## config.mk

```make
export PLATFORM = sky130hd
export DESIGN_NAME = integer_multiply_unit
export DESIGN_NICKNAME = d
export VERILOG_FILES = /design/src/design/imul_pkg.sv /design/src/design/imul_operand_if.sv /design/src/design/imul_multiplier_array.sv /design/src/design/integer_multiply_unit.sv
export VERILOG_INCLUDE_DIRS = /design/src /design/src/design
export SDC_FILE = /design/constraint.sdc
export NUM_CORES = 1
export LEC_CHECK = 0
export ABC_AREA = 0
export ABC_CLOCK_PERIOD_IN_PS = 3500
export BUFFER_PORTS_ARGS = -buffer_cell sky130_fd_sc_hd__clkbuf_2
export CAP_MARGIN = 15
export CORE_UTILIZATION = 30
export DETAILED_ROUTE_END_ITERATION = 6
export GPL_ROUTABILITY_DRIVEN = 0
export PLACE_DENSITY = 0.57
export SLEW_MARGIN = 10
export SYNTH_ARGS = -nofsm -noshare
export SYNTH_HDL_FRONTEND = slang
export SYNTH_SLANG_ARGS = --single-unit
export TNS_END_PERCENT = 1
```

## constraint.sdc

```tcl
create_clock -name sys_clk -period 3.5 [get_ports sys_clk]
set_input_delay 0.7 -clock sys_clk [delete_from_list [all_inputs] [get_ports sys_clk]]
set_output_delay 0.7 -clock sys_clk [all_outputs]
set_load 0.005 [all_outputs]
```

## src/design/imul_defs.svh

```systemverilog
// constants of the integer multiply unit: field positions, codes, widths, steps
`ifndef IMUL_DEFS_SVH
`define IMUL_DEFS_SVH

// ----------------------------------------------------------------------------
// instruction word layout
// ----------------------------------------------------------------------------
`define IMUL_INSTR_W        24
`define IMUL_OPC_MSB        23
`define IMUL_OPC_LSB        17
`define IMUL_OPC_CODE       7'h5C
`define IMUL_BASE_SIGN_BIT  16
`define IMUL_SRC_SIGN_BIT   15
`define IMUL_BASE_MSB       14
`define IMUL_BASE_LSB       11
`define IMUL_DST_MSB        10
`define IMUL_DST_LSB        7
`define IMUL_MODE_MSB       6
`define IMUL_MODE_LSB       4
`define IMUL_SRC_MSB        3
`define IMUL_SRC_LSB        0
`define IMUL_LIT_MSB        4
`define IMUL_LIT_LSB        0

// ----------------------------------------------------------------------------
// datapath widths, limits and reset values
// ----------------------------------------------------------------------------
`define IMUL_WORD_W         16
`define IMUL_REG_AW         4
`define IMUL_LIT_W          5
`define IMUL_DST_MAX        4'hC
`define IMUL_PTR_STEP       16'h0002
`define IMUL_WORD_RST       16'h0000
`define IMUL_ADDR_RST       4'h0

`endif

```

## src/design/imul_pkg.sv

```systemverilog
// types of the integer multiply unit
package imul_pkg;

    // source addressing mode, as held in the mode field
    typedef enum logic [2:0] {
        MODE_DIRECT   = 3'h0,
        MODE_INDIRECT = 3'h1,
        MODE_POST_DEC = 3'h2,
        MODE_POST_INC = 3'h3,
        MODE_PRE_DEC  = 3'h4,
        MODE_PRE_INC  = 3'h5,
        MODE_LIT_LO   = 3'h6,
        MODE_LIT_HI   = 3'h7
    } src_mode_t;

    // operand signedness pair: {base signed, source signed}
    typedef enum logic [1:0] {
        unsigned_unsigned_multiply_op = 2'h0,
        unsigned_signed_multiply_op   = 2'h1,
        signed_unsigned_multiply_op   = 2'h2,
        signed_signed_multiply_op     = 2'h3
    } mul_kind_t;

endpackage : imul_pkg

```

## src/design/imul_operand_if.sv

```systemverilog
// carrier between the multiply unit and its multiplier array
`timescale 1ns/1ns
interface imul_operand_if;
    logic [15:0] op_a;
    logic [15:0] op_b;
    logic        a_signed;
    logic        b_signed;
    logic [31:0] product;

    modport requester (output op_a, output op_b, output a_signed, output b_signed,
                       input product);
    modport array     (input op_a, input op_b, input a_signed, input b_signed,
                       output product);
endinterface : imul_operand_if

```

## src/design/imul_multiplier_array.sv

```systemverilog
// 16x16 multiplier array with per-operand signedness
`timescale 1ns/1ns
module imul_multiplier_array
    import imul_pkg::*;
(
    imul_operand_if.array ops
);
    logic signed [16:0] ext_a;
    logic signed [16:0] ext_b;
    logic signed [33:0] full_prod;

    // a 17-bit extension lets one signed array serve every sign mix
    always_comb begin
        ext_a     = {ops.a_signed & ops.op_a[15], ops.op_a};
        ext_b     = {ops.b_signed & ops.op_b[15], ops.op_b};
        full_prod = ext_a * ext_b;
    end

    // the product of two 16-bit values always fits 32 bits
    assign ops.product = full_prod[31:0];
endmodule : imul_multiplier_array

```

## src/design/integer_multiply_unit.sv

```systemverilog
// integer multiply unit: 16x16 multiply instructions of the core datapath
`timescale 1ns/1ns
`include "imul_defs.svh"

module integer_multiply_unit
    import imul_pkg::*;
(
    input  wire logic                      sys_clk,
    input  wire logic                      rstn,
    // instruction issue
    input  wire logic                      instr_valid,
    input  wire logic [`IMUL_INSTR_W-1:0]  instr,
    // working register read ports, answered in the same cycle
    output logic [`IMUL_REG_AW-1:0]        base_rd_addr,
    input  wire logic [`IMUL_WORD_W-1:0]   base_rd_data,
    output logic [`IMUL_REG_AW-1:0]        src_rd_addr,
    input  wire logic [`IMUL_WORD_W-1:0]   src_rd_data,
    // data memory read port, answered in the same cycle
    output logic                           mem_rd_en,
    output logic [`IMUL_WORD_W-1:0]        mem_rd_addr,
    input  wire logic [`IMUL_WORD_W-1:0]   mem_rd_data,
    // product write-back to a register pair
    output logic                           res_wr_en,
    output logic [`IMUL_REG_AW-1:0]        res_lo_addr,
    output logic [`IMUL_WORD_W-1:0]        res_lo_data,
    output logic [`IMUL_REG_AW-1:0]        res_hi_addr,
    output logic [`IMUL_WORD_W-1:0]        res_hi_data,
    // pointer update write-back
    output logic                           ptr_wr_en,
    output logic [`IMUL_REG_AW-1:0]        ptr_wr_addr,
    output logic [`IMUL_WORD_W-1:0]        ptr_wr_data,
    // completion
    output logic                           instr_done,
    output logic                           instr_illegal
);

    // ------------------------------------------------------------------------
    // instruction decode
    // ------------------------------------------------------------------------
    logic [`IMUL_REG_AW-1:0]  base_operand_register;
    logic [`IMUL_REG_AW-1:0]  source_operand_register;
    logic [`IMUL_REG_AW-1:0]  dst_field;
    logic [`IMUL_LIT_W-1:0]   short_literal_operand;
    src_mode_t                src_mode;
    mul_kind_t                mul_kind;
    logic                     opc_match;
    logic                     lit_form;
    logic                     bad_encoding;
    logic                     exec_ok;

    // field extraction; the base field only ever names a register
    always_comb begin
        opc_match = (instr[`IMUL_OPC_MSB:`IMUL_OPC_LSB] == `IMUL_OPC_CODE);
        mul_kind  = mul_kind_t'({instr[`IMUL_BASE_SIGN_BIT], instr[`IMUL_SRC_SIGN_BIT]});
        base_operand_register   = instr[`IMUL_BASE_MSB:`IMUL_BASE_LSB];
        source_operand_register = instr[`IMUL_SRC_MSB:`IMUL_SRC_LSB];
        dst_field               = instr[`IMUL_DST_MSB:`IMUL_DST_LSB];
        short_literal_operand   = instr[`IMUL_LIT_MSB:`IMUL_LIT_LSB];
        src_mode                = src_mode_t'(instr[`IMUL_MODE_MSB:`IMUL_MODE_LSB]);
        lit_form                = (src_mode == MODE_LIT_LO) || (src_mode == MODE_LIT_HI);
    end

    // encodings this unit refuses: odd or out-of-range pair, signed-signed
    // kind (handled elsewhere), and a literal under a signed source kind
    always_comb begin
        // destination must be an even register up to twelve
        bad_encoding = dst_field[0] || (dst_field > `IMUL_DST_MAX);
        if (mul_kind == signed_signed_multiply_op) begin
            bad_encoding = 1'b1;
        end
        if (lit_form && (mul_kind == unsigned_signed_multiply_op)) begin
            bad_encoding = 1'b1;
        end
        exec_ok = instr_valid && opc_match && !bad_encoding;
    end

    // ------------------------------------------------------------------------
    // source operand fetch and pointer arithmetic
    // ------------------------------------------------------------------------
    logic [`IMUL_WORD_W-1:0]  ptr_dec;
    logic [`IMUL_WORD_W-1:0]  ptr_inc;
    logic [`IMUL_WORD_W-1:0]  eff_addr;
    logic [`IMUL_WORD_W-1:0]  new_ptr;
    logic                     ptr_update;
    logic                     use_mem;
    logic [`IMUL_WORD_W-1:0]  src_value;

    // the read ports are driven straight from the fields so the register file
    // answers within the issue cycle; the single-cycle timing depends on it
    assign base_rd_addr = base_operand_register;
    assign src_rd_addr  = source_operand_register;

    // effective address and pointer update per mode, word step
    always_comb begin
        ptr_dec    = src_rd_data - `IMUL_PTR_STEP;
        ptr_inc    = src_rd_data + `IMUL_PTR_STEP;
        eff_addr   = src_rd_data;
        new_ptr    = src_rd_data;
        ptr_update = 1'b0;
        use_mem    = 1'b1;
        unique case (src_mode)
            MODE_DIRECT: begin
                use_mem = 1'b0;
            end
            MODE_INDIRECT: begin
                ptr_update = 1'b0;
            end
            MODE_POST_DEC: begin
                new_ptr    = ptr_dec;
                ptr_update = 1'b1;
            end
            MODE_POST_INC: begin
                new_ptr    = ptr_inc;
                ptr_update = 1'b1;
            end
            MODE_PRE_DEC: begin
                eff_addr   = ptr_dec;
                new_ptr    = ptr_dec;
                ptr_update = 1'b1;
            end
            MODE_PRE_INC: begin
                eff_addr   = ptr_inc;
                new_ptr    = ptr_inc;
                ptr_update = 1'b1;
            end
            MODE_LIT_LO, MODE_LIT_HI: begin
                use_mem = 1'b0;
            end
        endcase
    end

    // memory is only strobed for an instruction that will execute, so a
    // refused word never causes a side-effecting read
    assign mem_rd_en   = exec_ok && use_mem;
    assign mem_rd_addr = eff_addr;

    // short literal, direct register value or memory word through the pointer
    always_comb begin
        if (lit_form) begin
            src_value = {{(`IMUL_WORD_W-`IMUL_LIT_W){1'b0}}, short_literal_operand};
        end else if (use_mem) begin
            src_value = mem_rd_data;
        end else begin
            src_value = src_rd_data;
        end
    end

    // ------------------------------------------------------------------------
    // multiplier array
    // ------------------------------------------------------------------------
    imul_operand_if mul_ops ();

    // sign flags clear for the unsigned-unsigned kind
    always_comb begin
        mul_ops.op_a     = base_rd_data;
        mul_ops.op_b     = src_value;
        mul_ops.a_signed = (mul_kind == signed_unsigned_multiply_op);
        mul_ops.b_signed = (mul_kind == unsigned_signed_multiply_op) && !lit_form;
    end

    imul_multiplier_array u_array (
        .ops (mul_ops.array)
    );

    // ------------------------------------------------------------------------
    // write-back registers
    // ------------------------------------------------------------------------
    logic                     res_wr_en_q,   res_wr_en_d;
    logic [`IMUL_REG_AW-1:0]  res_lo_addr_q, res_lo_addr_d;
    logic [`IMUL_REG_AW-1:0]  res_hi_addr_q, res_hi_addr_d;
    logic [`IMUL_WORD_W-1:0]  res_lo_data_q, res_lo_data_d;
    logic [`IMUL_WORD_W-1:0]  res_hi_data_q, res_hi_data_d;
    logic                     ptr_wr_en_q,   ptr_wr_en_d;
    logic [`IMUL_REG_AW-1:0]  ptr_wr_addr_q, ptr_wr_addr_d;
    logic [`IMUL_WORD_W-1:0]  ptr_wr_data_q, ptr_wr_data_d;
    logic                     done_q,        done_d;
    logic                     illegal_q,     illegal_d;

    // next write-back; data words hold their last value when idle so the
    // register file sees no toggling on quiet cycles
    always_comb begin
        res_lo_addr_d = res_lo_addr_q;
        res_hi_addr_d = res_hi_addr_q;
        res_lo_data_d = res_lo_data_q;
        res_hi_data_d = res_hi_data_q;
        ptr_wr_addr_d = ptr_wr_addr_q;
        ptr_wr_data_d = ptr_wr_data_q;
        // one issue cycle, result presented on the next edge
        res_wr_en_d   = exec_ok;
        ptr_wr_en_d   = exec_ok && ptr_update;
        done_d        = exec_ok;
        illegal_d     = instr_valid && !exec_ok;
        if (exec_ok) begin
            // low word to even register, high word to the next
            res_lo_addr_d = dst_field;
            res_hi_addr_d = dst_field + `IMUL_REG_AW'(1);
            res_lo_data_d = mul_ops.product[`IMUL_WORD_W-1:0];
            res_hi_data_d = mul_ops.product[2*`IMUL_WORD_W-1:`IMUL_WORD_W];
        end
        if (exec_ok && ptr_update) begin
            // the update always lands on the source register
            ptr_wr_addr_d = source_operand_register;
            ptr_wr_data_d = new_ptr;
        end
    end

    // write-back registers; no status flag port exists, so flags stay put
    always_ff @(posedge sys_clk or negedge rstn) begin
        if (!rstn) begin
            res_wr_en_q   <= 1'b0;
            res_lo_addr_q <= `IMUL_ADDR_RST;
            res_hi_addr_q <= `IMUL_ADDR_RST;
            res_lo_data_q <= `IMUL_WORD_RST;
            res_hi_data_q <= `IMUL_WORD_RST;
            ptr_wr_en_q   <= 1'b0;
            ptr_wr_addr_q <= `IMUL_ADDR_RST;
            ptr_wr_data_q <= `IMUL_WORD_RST;
            done_q        <= 1'b0;
            illegal_q     <= 1'b0;
        end else begin
            res_wr_en_q   <= res_wr_en_d;
            res_lo_addr_q <= res_lo_addr_d;
            res_hi_addr_q <= res_hi_addr_d;
            res_lo_data_q <= res_lo_data_d;
            res_hi_data_q <= res_hi_data_d;
            ptr_wr_en_q   <= ptr_wr_en_d;
            ptr_wr_addr_q <= ptr_wr_addr_d;
            ptr_wr_data_q <= ptr_wr_data_d;
            done_q        <= done_d;
            illegal_q     <= illegal_d;
        end
    end

    // outputs straight from flip-flops
    assign res_wr_en     = res_wr_en_q;
    assign res_lo_addr   = res_lo_addr_q;
    assign res_hi_addr   = res_hi_addr_q;
    assign res_lo_data   = res_lo_data_q;
    assign res_hi_data   = res_hi_data_q;
    assign ptr_wr_en     = ptr_wr_en_q;
    assign ptr_wr_addr   = ptr_wr_addr_q;
    assign ptr_wr_data   = ptr_wr_data_q;
    assign instr_done    = done_q;
    assign instr_illegal = illegal_q;

endmodule : integer_multiply_unit

```

# After elaboration in Yosys (flattened, before gate mapping)
# Cells that the tools add are included.
[classes]
add_sub_neg = 3
n_mul = 1
div_mod_pow = 0
magnitude_cmp = 1
n_eq_ne = 10
n_shift = 0
muxes = 8
bitwise = 2
reduce_logical = 17
[ops]
columns = ["operator", "n"]
rows = [
  ["$pmux W16 S2", 2],
  ["$mul A17 B17 Y32", 1],
  ["$mux W16", 2],
  ["$add A16 B2 Y16 const B", 1],
  ["$sub A16 B2 Y16 const B", 1],
  ["$eq A3 B3 Y1 const B", 4],
  ["$eq A7 B7 Y1 const B", 1],
  ["$logic_and A1 B1 Y1", 7],
  ["$eq A3 B2 Y1 const B", 2],
  ["$add A4 B1 Y4 const B", 1],
  ["$eq A2 B2 Y1 const B", 2],
  ["$gt A4 B4 Y1 const B", 1],
  ["$mux W1", 4],
  ["$reduce_or A2 Y1", 2],
  ["$reduce_or A4 Y1", 1],
  ["$logic_not A1 Y1", 3],
  ["$logic_not A3 Y1", 1],
  ["$reduce_or A3 Y1", 1],
  ["$and A1 B1 Y1", 2],
  ["$eq A2 B1 Y1 const B", 1],
  ["$logic_or A1 B1 Y1", 2],
]
[totals]
ff_bits = 63
latchBits = 0
mem_bits_rw = 0
romBits = 0
input_bits = 75
output_inout_bits = 89
wordCells = 51
memories = 0

# Longest topological paths before layout
[logic_depth]
word_depth = 8
mapped_depth = 31
ltp_nobuf = 26

# By module
# Synthesis repeated with hierarchy kept, for this count alone.
[unflattened]
hier_cells = 1540
hier_area_um2 = 14161.1
[modules_own_cells]
columns = ["mod", "n_inst", "cells_per_inst", "area_each_um2", "seq_area_each_um2"]
rows = [
  ["imul_multiplier_array", 1, 1195, 10691.5, 0.0],
  ["integer_multiply_unit", 1, 345, 3469.6, 1576.5],
]

# Least setup slack after synthesis
# No wires, ideal clock.
[synth_timing]
kind = "input -> register"
startpoint = "input port instr[4]"
endpoint = "register res_hi_data_q[14], in the netlist res_hi_data[14]"
setup_ns = 0.069
t_arrival_ns = 7.545
t_required_ns = 3.431
path_slack_ns = -4.114
stages = 28
n_path_buf = 4
cell_sequence = "clkbuf_1 -> nor3_1 -> buf_2 -> buf_2 -> mux2i_1 -> nor2_1 -> clkbuf_1 -> nand2_1 -> fa_1 -> inv_1 -> fa_1 -> inv_1 -> fa_1 -> inv_1 -> fa_1 -> fa_1 -> inv_1 -> fa_1 -> inv_1 -> ha_1 -> a211oi_1 -> nand2_1 -> nor4b_2 -> nor3_2 -> a2111oi_4 -> o31ai_1 -> or4_1 -> nand3_1"
[synth_between]
elab_chain_len = 6
word_cells_on_any_way = 15
cone_classes = "mul: 1; eq/ne: 2; mux: 3; bitwise: 1; reduce/logical: 8"
[synth_lines]
columns = ["element", "line", "source"]
rows = [
  ["start, declared", "integer_multiply_unit.sv:12", "input wire logic [`IMUL_INSTR_W-1:0] instr,"],
  ["$eq A3 B3 Y1 or $logic_not A3 Y1 (tied branches)", "integer_multiply_unit.sv:60, integer_multiply_unit.sv:101", ""],
  ["$reduce_or A3 Y1 (no line) or $logic_or A1 B1 Y1 (tied branches)", "-", ""],
  ["$mux W16, or another cell as far along", "integer_multiply_unit.sv:141", "end else if (use_mem) begin"],
  ["$mux W16, or another cell as far along", "integer_multiply_unit.sv:139", "if (lit_form) begin"],
  ["$and A1 B1 Y1 or $logic_not A1 Y1 (tied branches)", "imul_multiplier_array.sv:15, integer_multiply_unit.sv:74", ""],
  ["$mul A17 B17 Y32 or $logic_and A1 B1 Y1 (tied branches)", "imul_multiplier_array.sv:16, integer_multiply_unit.sv:74", ""],
  ["end signal, assigned", "integer_multiply_unit.sv:214", "res_hi_data_q <= `IMUL_WORD_RST;"],
  ["end signal, assigned", "integer_multiply_unit.sv:225", "res_hi_data_q <= res_hi_data_d;"],
  ["end, declared", "integer_multiply_unit.sv:172", "logic [`IMUL_WORD_W-1:0] res_hi_data_q, res_hi_data_d;"],
]
# Parallel ways exist; a longest one is shown, timed or not.
# A chain may end at the register's enable or synchronous reset.

# Final worst setup path
# Same ends and word-level chain as after synthesis.

==> flow_summary.ini <==
[outcome]
outcome = finished with violations
violations = negative setup slack

[sta]
setup_viol = 28
period_share = 1.97
fin_ws_ps = -3400
drv_slew = 0
hold_viol = 0
relSlewSlack = 0.495
rsz0062_at_grt = yes
min_period_ps = 6900
skew_ps = 0
timing.fmax_mhz = 145
tightest_slew_ps = 756

[yosys]
synthDistinctLibCells = 59
synth-compound-area-share = 0.0591
netlist_area_sq_um = 13900
muxShareOfSynthArea = 0.0109
synth_area_per_cell_sq_um = 8.85
yosysTopAreaCellShare = 0.407
synth_edf_count = 0
ys_warn_count = 0
syn-instance-count = 1568
synthXorXnorAreaFrac = 0.0436
async_reset_ff_frac = 1.00
synth_area_leaders = fa_1, dfrtp_1, inv_1
synth_fa_ha_area_frac = 0.485
synth_top_family_by_area = adder cells
yosys.area.top_type = fa_1
yosys_register_bits = 63
ys_seq_area_frac = 0.114
yosys.area_share.simple = 0.173
syn-num-nets = 2011
ys.flop_type = dfrtp_1

[worst_setup_path]
slowest_delay_ps = 530
end_kind = flop
critPathMaxFanout = 9
cp-start-kind = input port
cp.required_ps = 3790
path_class = in2reg
cp_common_cell = fa_1
reg2reg_depth = 2
critPathSlowestCell = fa_1
arrival_ps = 7190

[detailed_routing]
ant_nets = 0
drc = 0
first_iter_violations = 606
via_per_inst = 4.55
dr.pass1.iters = 5
vias = 11300
routed_wl_um = 37600
post_drt_wl_per_cell_um = 15.1

[pwr]
powerDensity_nw_per_um2 = 1170
peakVddDrop_v = 0.00170
p_leak_nw = 9.06

[place]
port_buffers = 155
place_inst = 2454
pre_cts_ws_ps = -4020
dpl.hpwl_um = 32800

[clock_network]
clockBufferDepth = 2
clockRootBuffer = clkbuf_16
cts_tree = yes
cts_hold_buf = 0
clkTransAtPathRegs_ps = 60
cts_sinks = 63
clk_latency_ps = 350
cts_buffers = 9
h-tree-depth = 3

[finish]
fillers = 4635
antenna_cells = 0
final_cells = 2487
layout.nets = 2325
regArea_sq_um = 1580
syn_to_final_growth_pct = 28.3
multi_input_area_sq_um = 11300
layout-drive-gt1-share = 0.262

[global_routing]
grt_pass1_vias = 12100
overflow = 0
met1_usage = 0.225
antenna_found_initial = 0
grt_use_met2 = 0.292
grt_use_met3 = 0.0190
busiest_layer = met2
grt_max_degree = 52
track_usage = 0.168
grt_pass1_wl_um = 62800

[worst_hold_path]
hold_path_class = in2async

[die]
rows = 78
die_area_sq_um = 47100
dieWidth_um = 217
boundaryPins = 164
core_area_sq_um = 45500
initial_core_util = 0.305
die_y_um = 217

[run]
drv_cap = 0
## what timing repair did
action                     4_1_cts  5_1_grt
buffers inserted                11        5
cloned                           1        0
setup endpoints to repair       28       29
resized for setup               66       34
pin swaps                       34       18
## power by group
group	leakage, nW	total, mW	switching (mW)	internal [mW]
Sequential	0.873	0.874	0.0575	0.817
Combinational	8.05	19.0	9.59	9.42
Clock	0.142	0.920	0.368	0.552
## worst max-delay path, delay by kind of cell
kind / cells / cell delay, ps
fa+ha+maj: 7 / 2930
compound gates: 4 / 1010
simple gates: 7 / 1460
buf+inv: 8 / 800
mux: 1 / 270
## cell usage in the layout (no fill, tap or decap), drive strengths merged, types with 2 or more instances in the layout
cell	netlist	routed
nand2	251	251
a21oi	27	27
a41oi	2	2
nand3	11	11
a22oi	2	2
o22ai	2	2
clkinvlp	0	2
nor4	7	7
nor2b	17	17
o21bai	2	2
o21a	4	4
or3	3	3
nand4	2	2
a31oi	2	2
inv	338	339
xor2	29	29
and2	118	118
nor2	45	46
and3	3	3
nor3b	2	2
or4	2	2
nor4b	3	3
a21o	6	6
buf	15	223
o211ai	3	3
fa	282	282
mux2i	14	14
a211oi	4	4
clkinv	0	3
o31ai	6	6
nand2b	11	11
o21ai	68	68
nor3	19	19
xnor2	40	40
dfrtp	63	63
or2	5	5
ha	86	86
clkbuf	60	163
## cell families after synthesis
logic type / count (synthesis)
AO/OA/AOI/OAI: 137
XOR/XNOR: 69
adder cells (fa/ha/maj): 368
buffers and inverters: 413
flip-flops: 63
multiplexers: 15
AND/OR/NAND/NOR: 503
## per-layer routing
| metal | up-vias | wire (um) |
|---|---|---|
| met3 | 37 | 1280 |
| met5 | - | 0 |
| met2 | 230 | 19300 |
| li1 | 5299 | - |
| met4 | 0 | 510 |
| met1 | 5753 | 16500 |
## registers in the layout (all words and copies together) (netlist names)
name,flops
res_hi_addr,4
instr_illegal,1
res_hi_data,16
res_lo_addr,4
ptr_wr_addr,4
instr_done,1
ptr_wr_en,1
res_lo_data,16
ptr_wr_data,16
## metrics by stage
| stage | area [sq um] | utilization | hold WS (ps) | setup TNS [ps] | power [mW] |
|---|---|---|---|---|---|
| after floorplan | 14100 | - | 404 | -72730 | 11.4 |
| after global placement | 16900 | 0.371 | 452 | -90880 | 18.0 |
| after detailed placement | 16900 | 0.371 | 453 | -91580 | 18.1 |
| after CTS | 17600 | 0.386 | 373 | -74370 | 20.0 |
| after global routing | 17800 | 0.391 | 395 | -80670 | 23.0 |
| final | 17800 | 0.391 | 373 | -74940 | 20.8 |
## cell type report
type,count,area share
clock inverter,7,0.00408
timing repair buffer,377,0.146
inverter,338,0.0713
tap,600,0.0422
sequential,63,0.0886
clock buffer,9,0.0127
multi-input combinational,1093,0.635
## Yosys cell counts (2+ instances only)
cell type,count
a211oi_1,4
a21o_1,6
a21oi_1,27
a22oi_1,2
a31oi_1,2
a41oi_1,2
and2_1,117
and3_1,3
buf_1,2
buf_2,3
buf_4,10
clkbuf_1,59
dfrtp_1,63
fa_1,282
ha_1,86
inv_1,337
mux2i_1,14
nand2_1,251
nand2b_1,11
nand3_1,11
nand4_1,2
nor2_1,45
nor2b_1,17
nor3_1,18
nor3b_1,2
nor4_1,7
nor4b_1,2
o211ai_1,3
o21a_1,4
o21ai_0,61
o21ai_1,7
o21bai_1,2
o22ai_1,2
o31ai_1,6
or2_2,4
or3_1,3
or4_1,2
xnor2_1,40
xor2_1,29
## final timing paths
check | startpoint | endpoint | slack (ps)
setup / recovery | instr[4] | res_hi_data[14] | -3400
hold / removal | rstn | ptr_wr_data[10] | 370
setup reg to reg | res_hi_data[14] | res_hi_data[14] | 2680
hold reg to reg | res_hi_addr[1] | res_hi_addr[1] | 470
max in group asynchronous | rstn | res_lo_data[13] | 2270
min in group sys_clk | res_hi_addr[1] | res_hi_addr[1] | 470
Note: power is estimated with default switching activity, not from simulation.
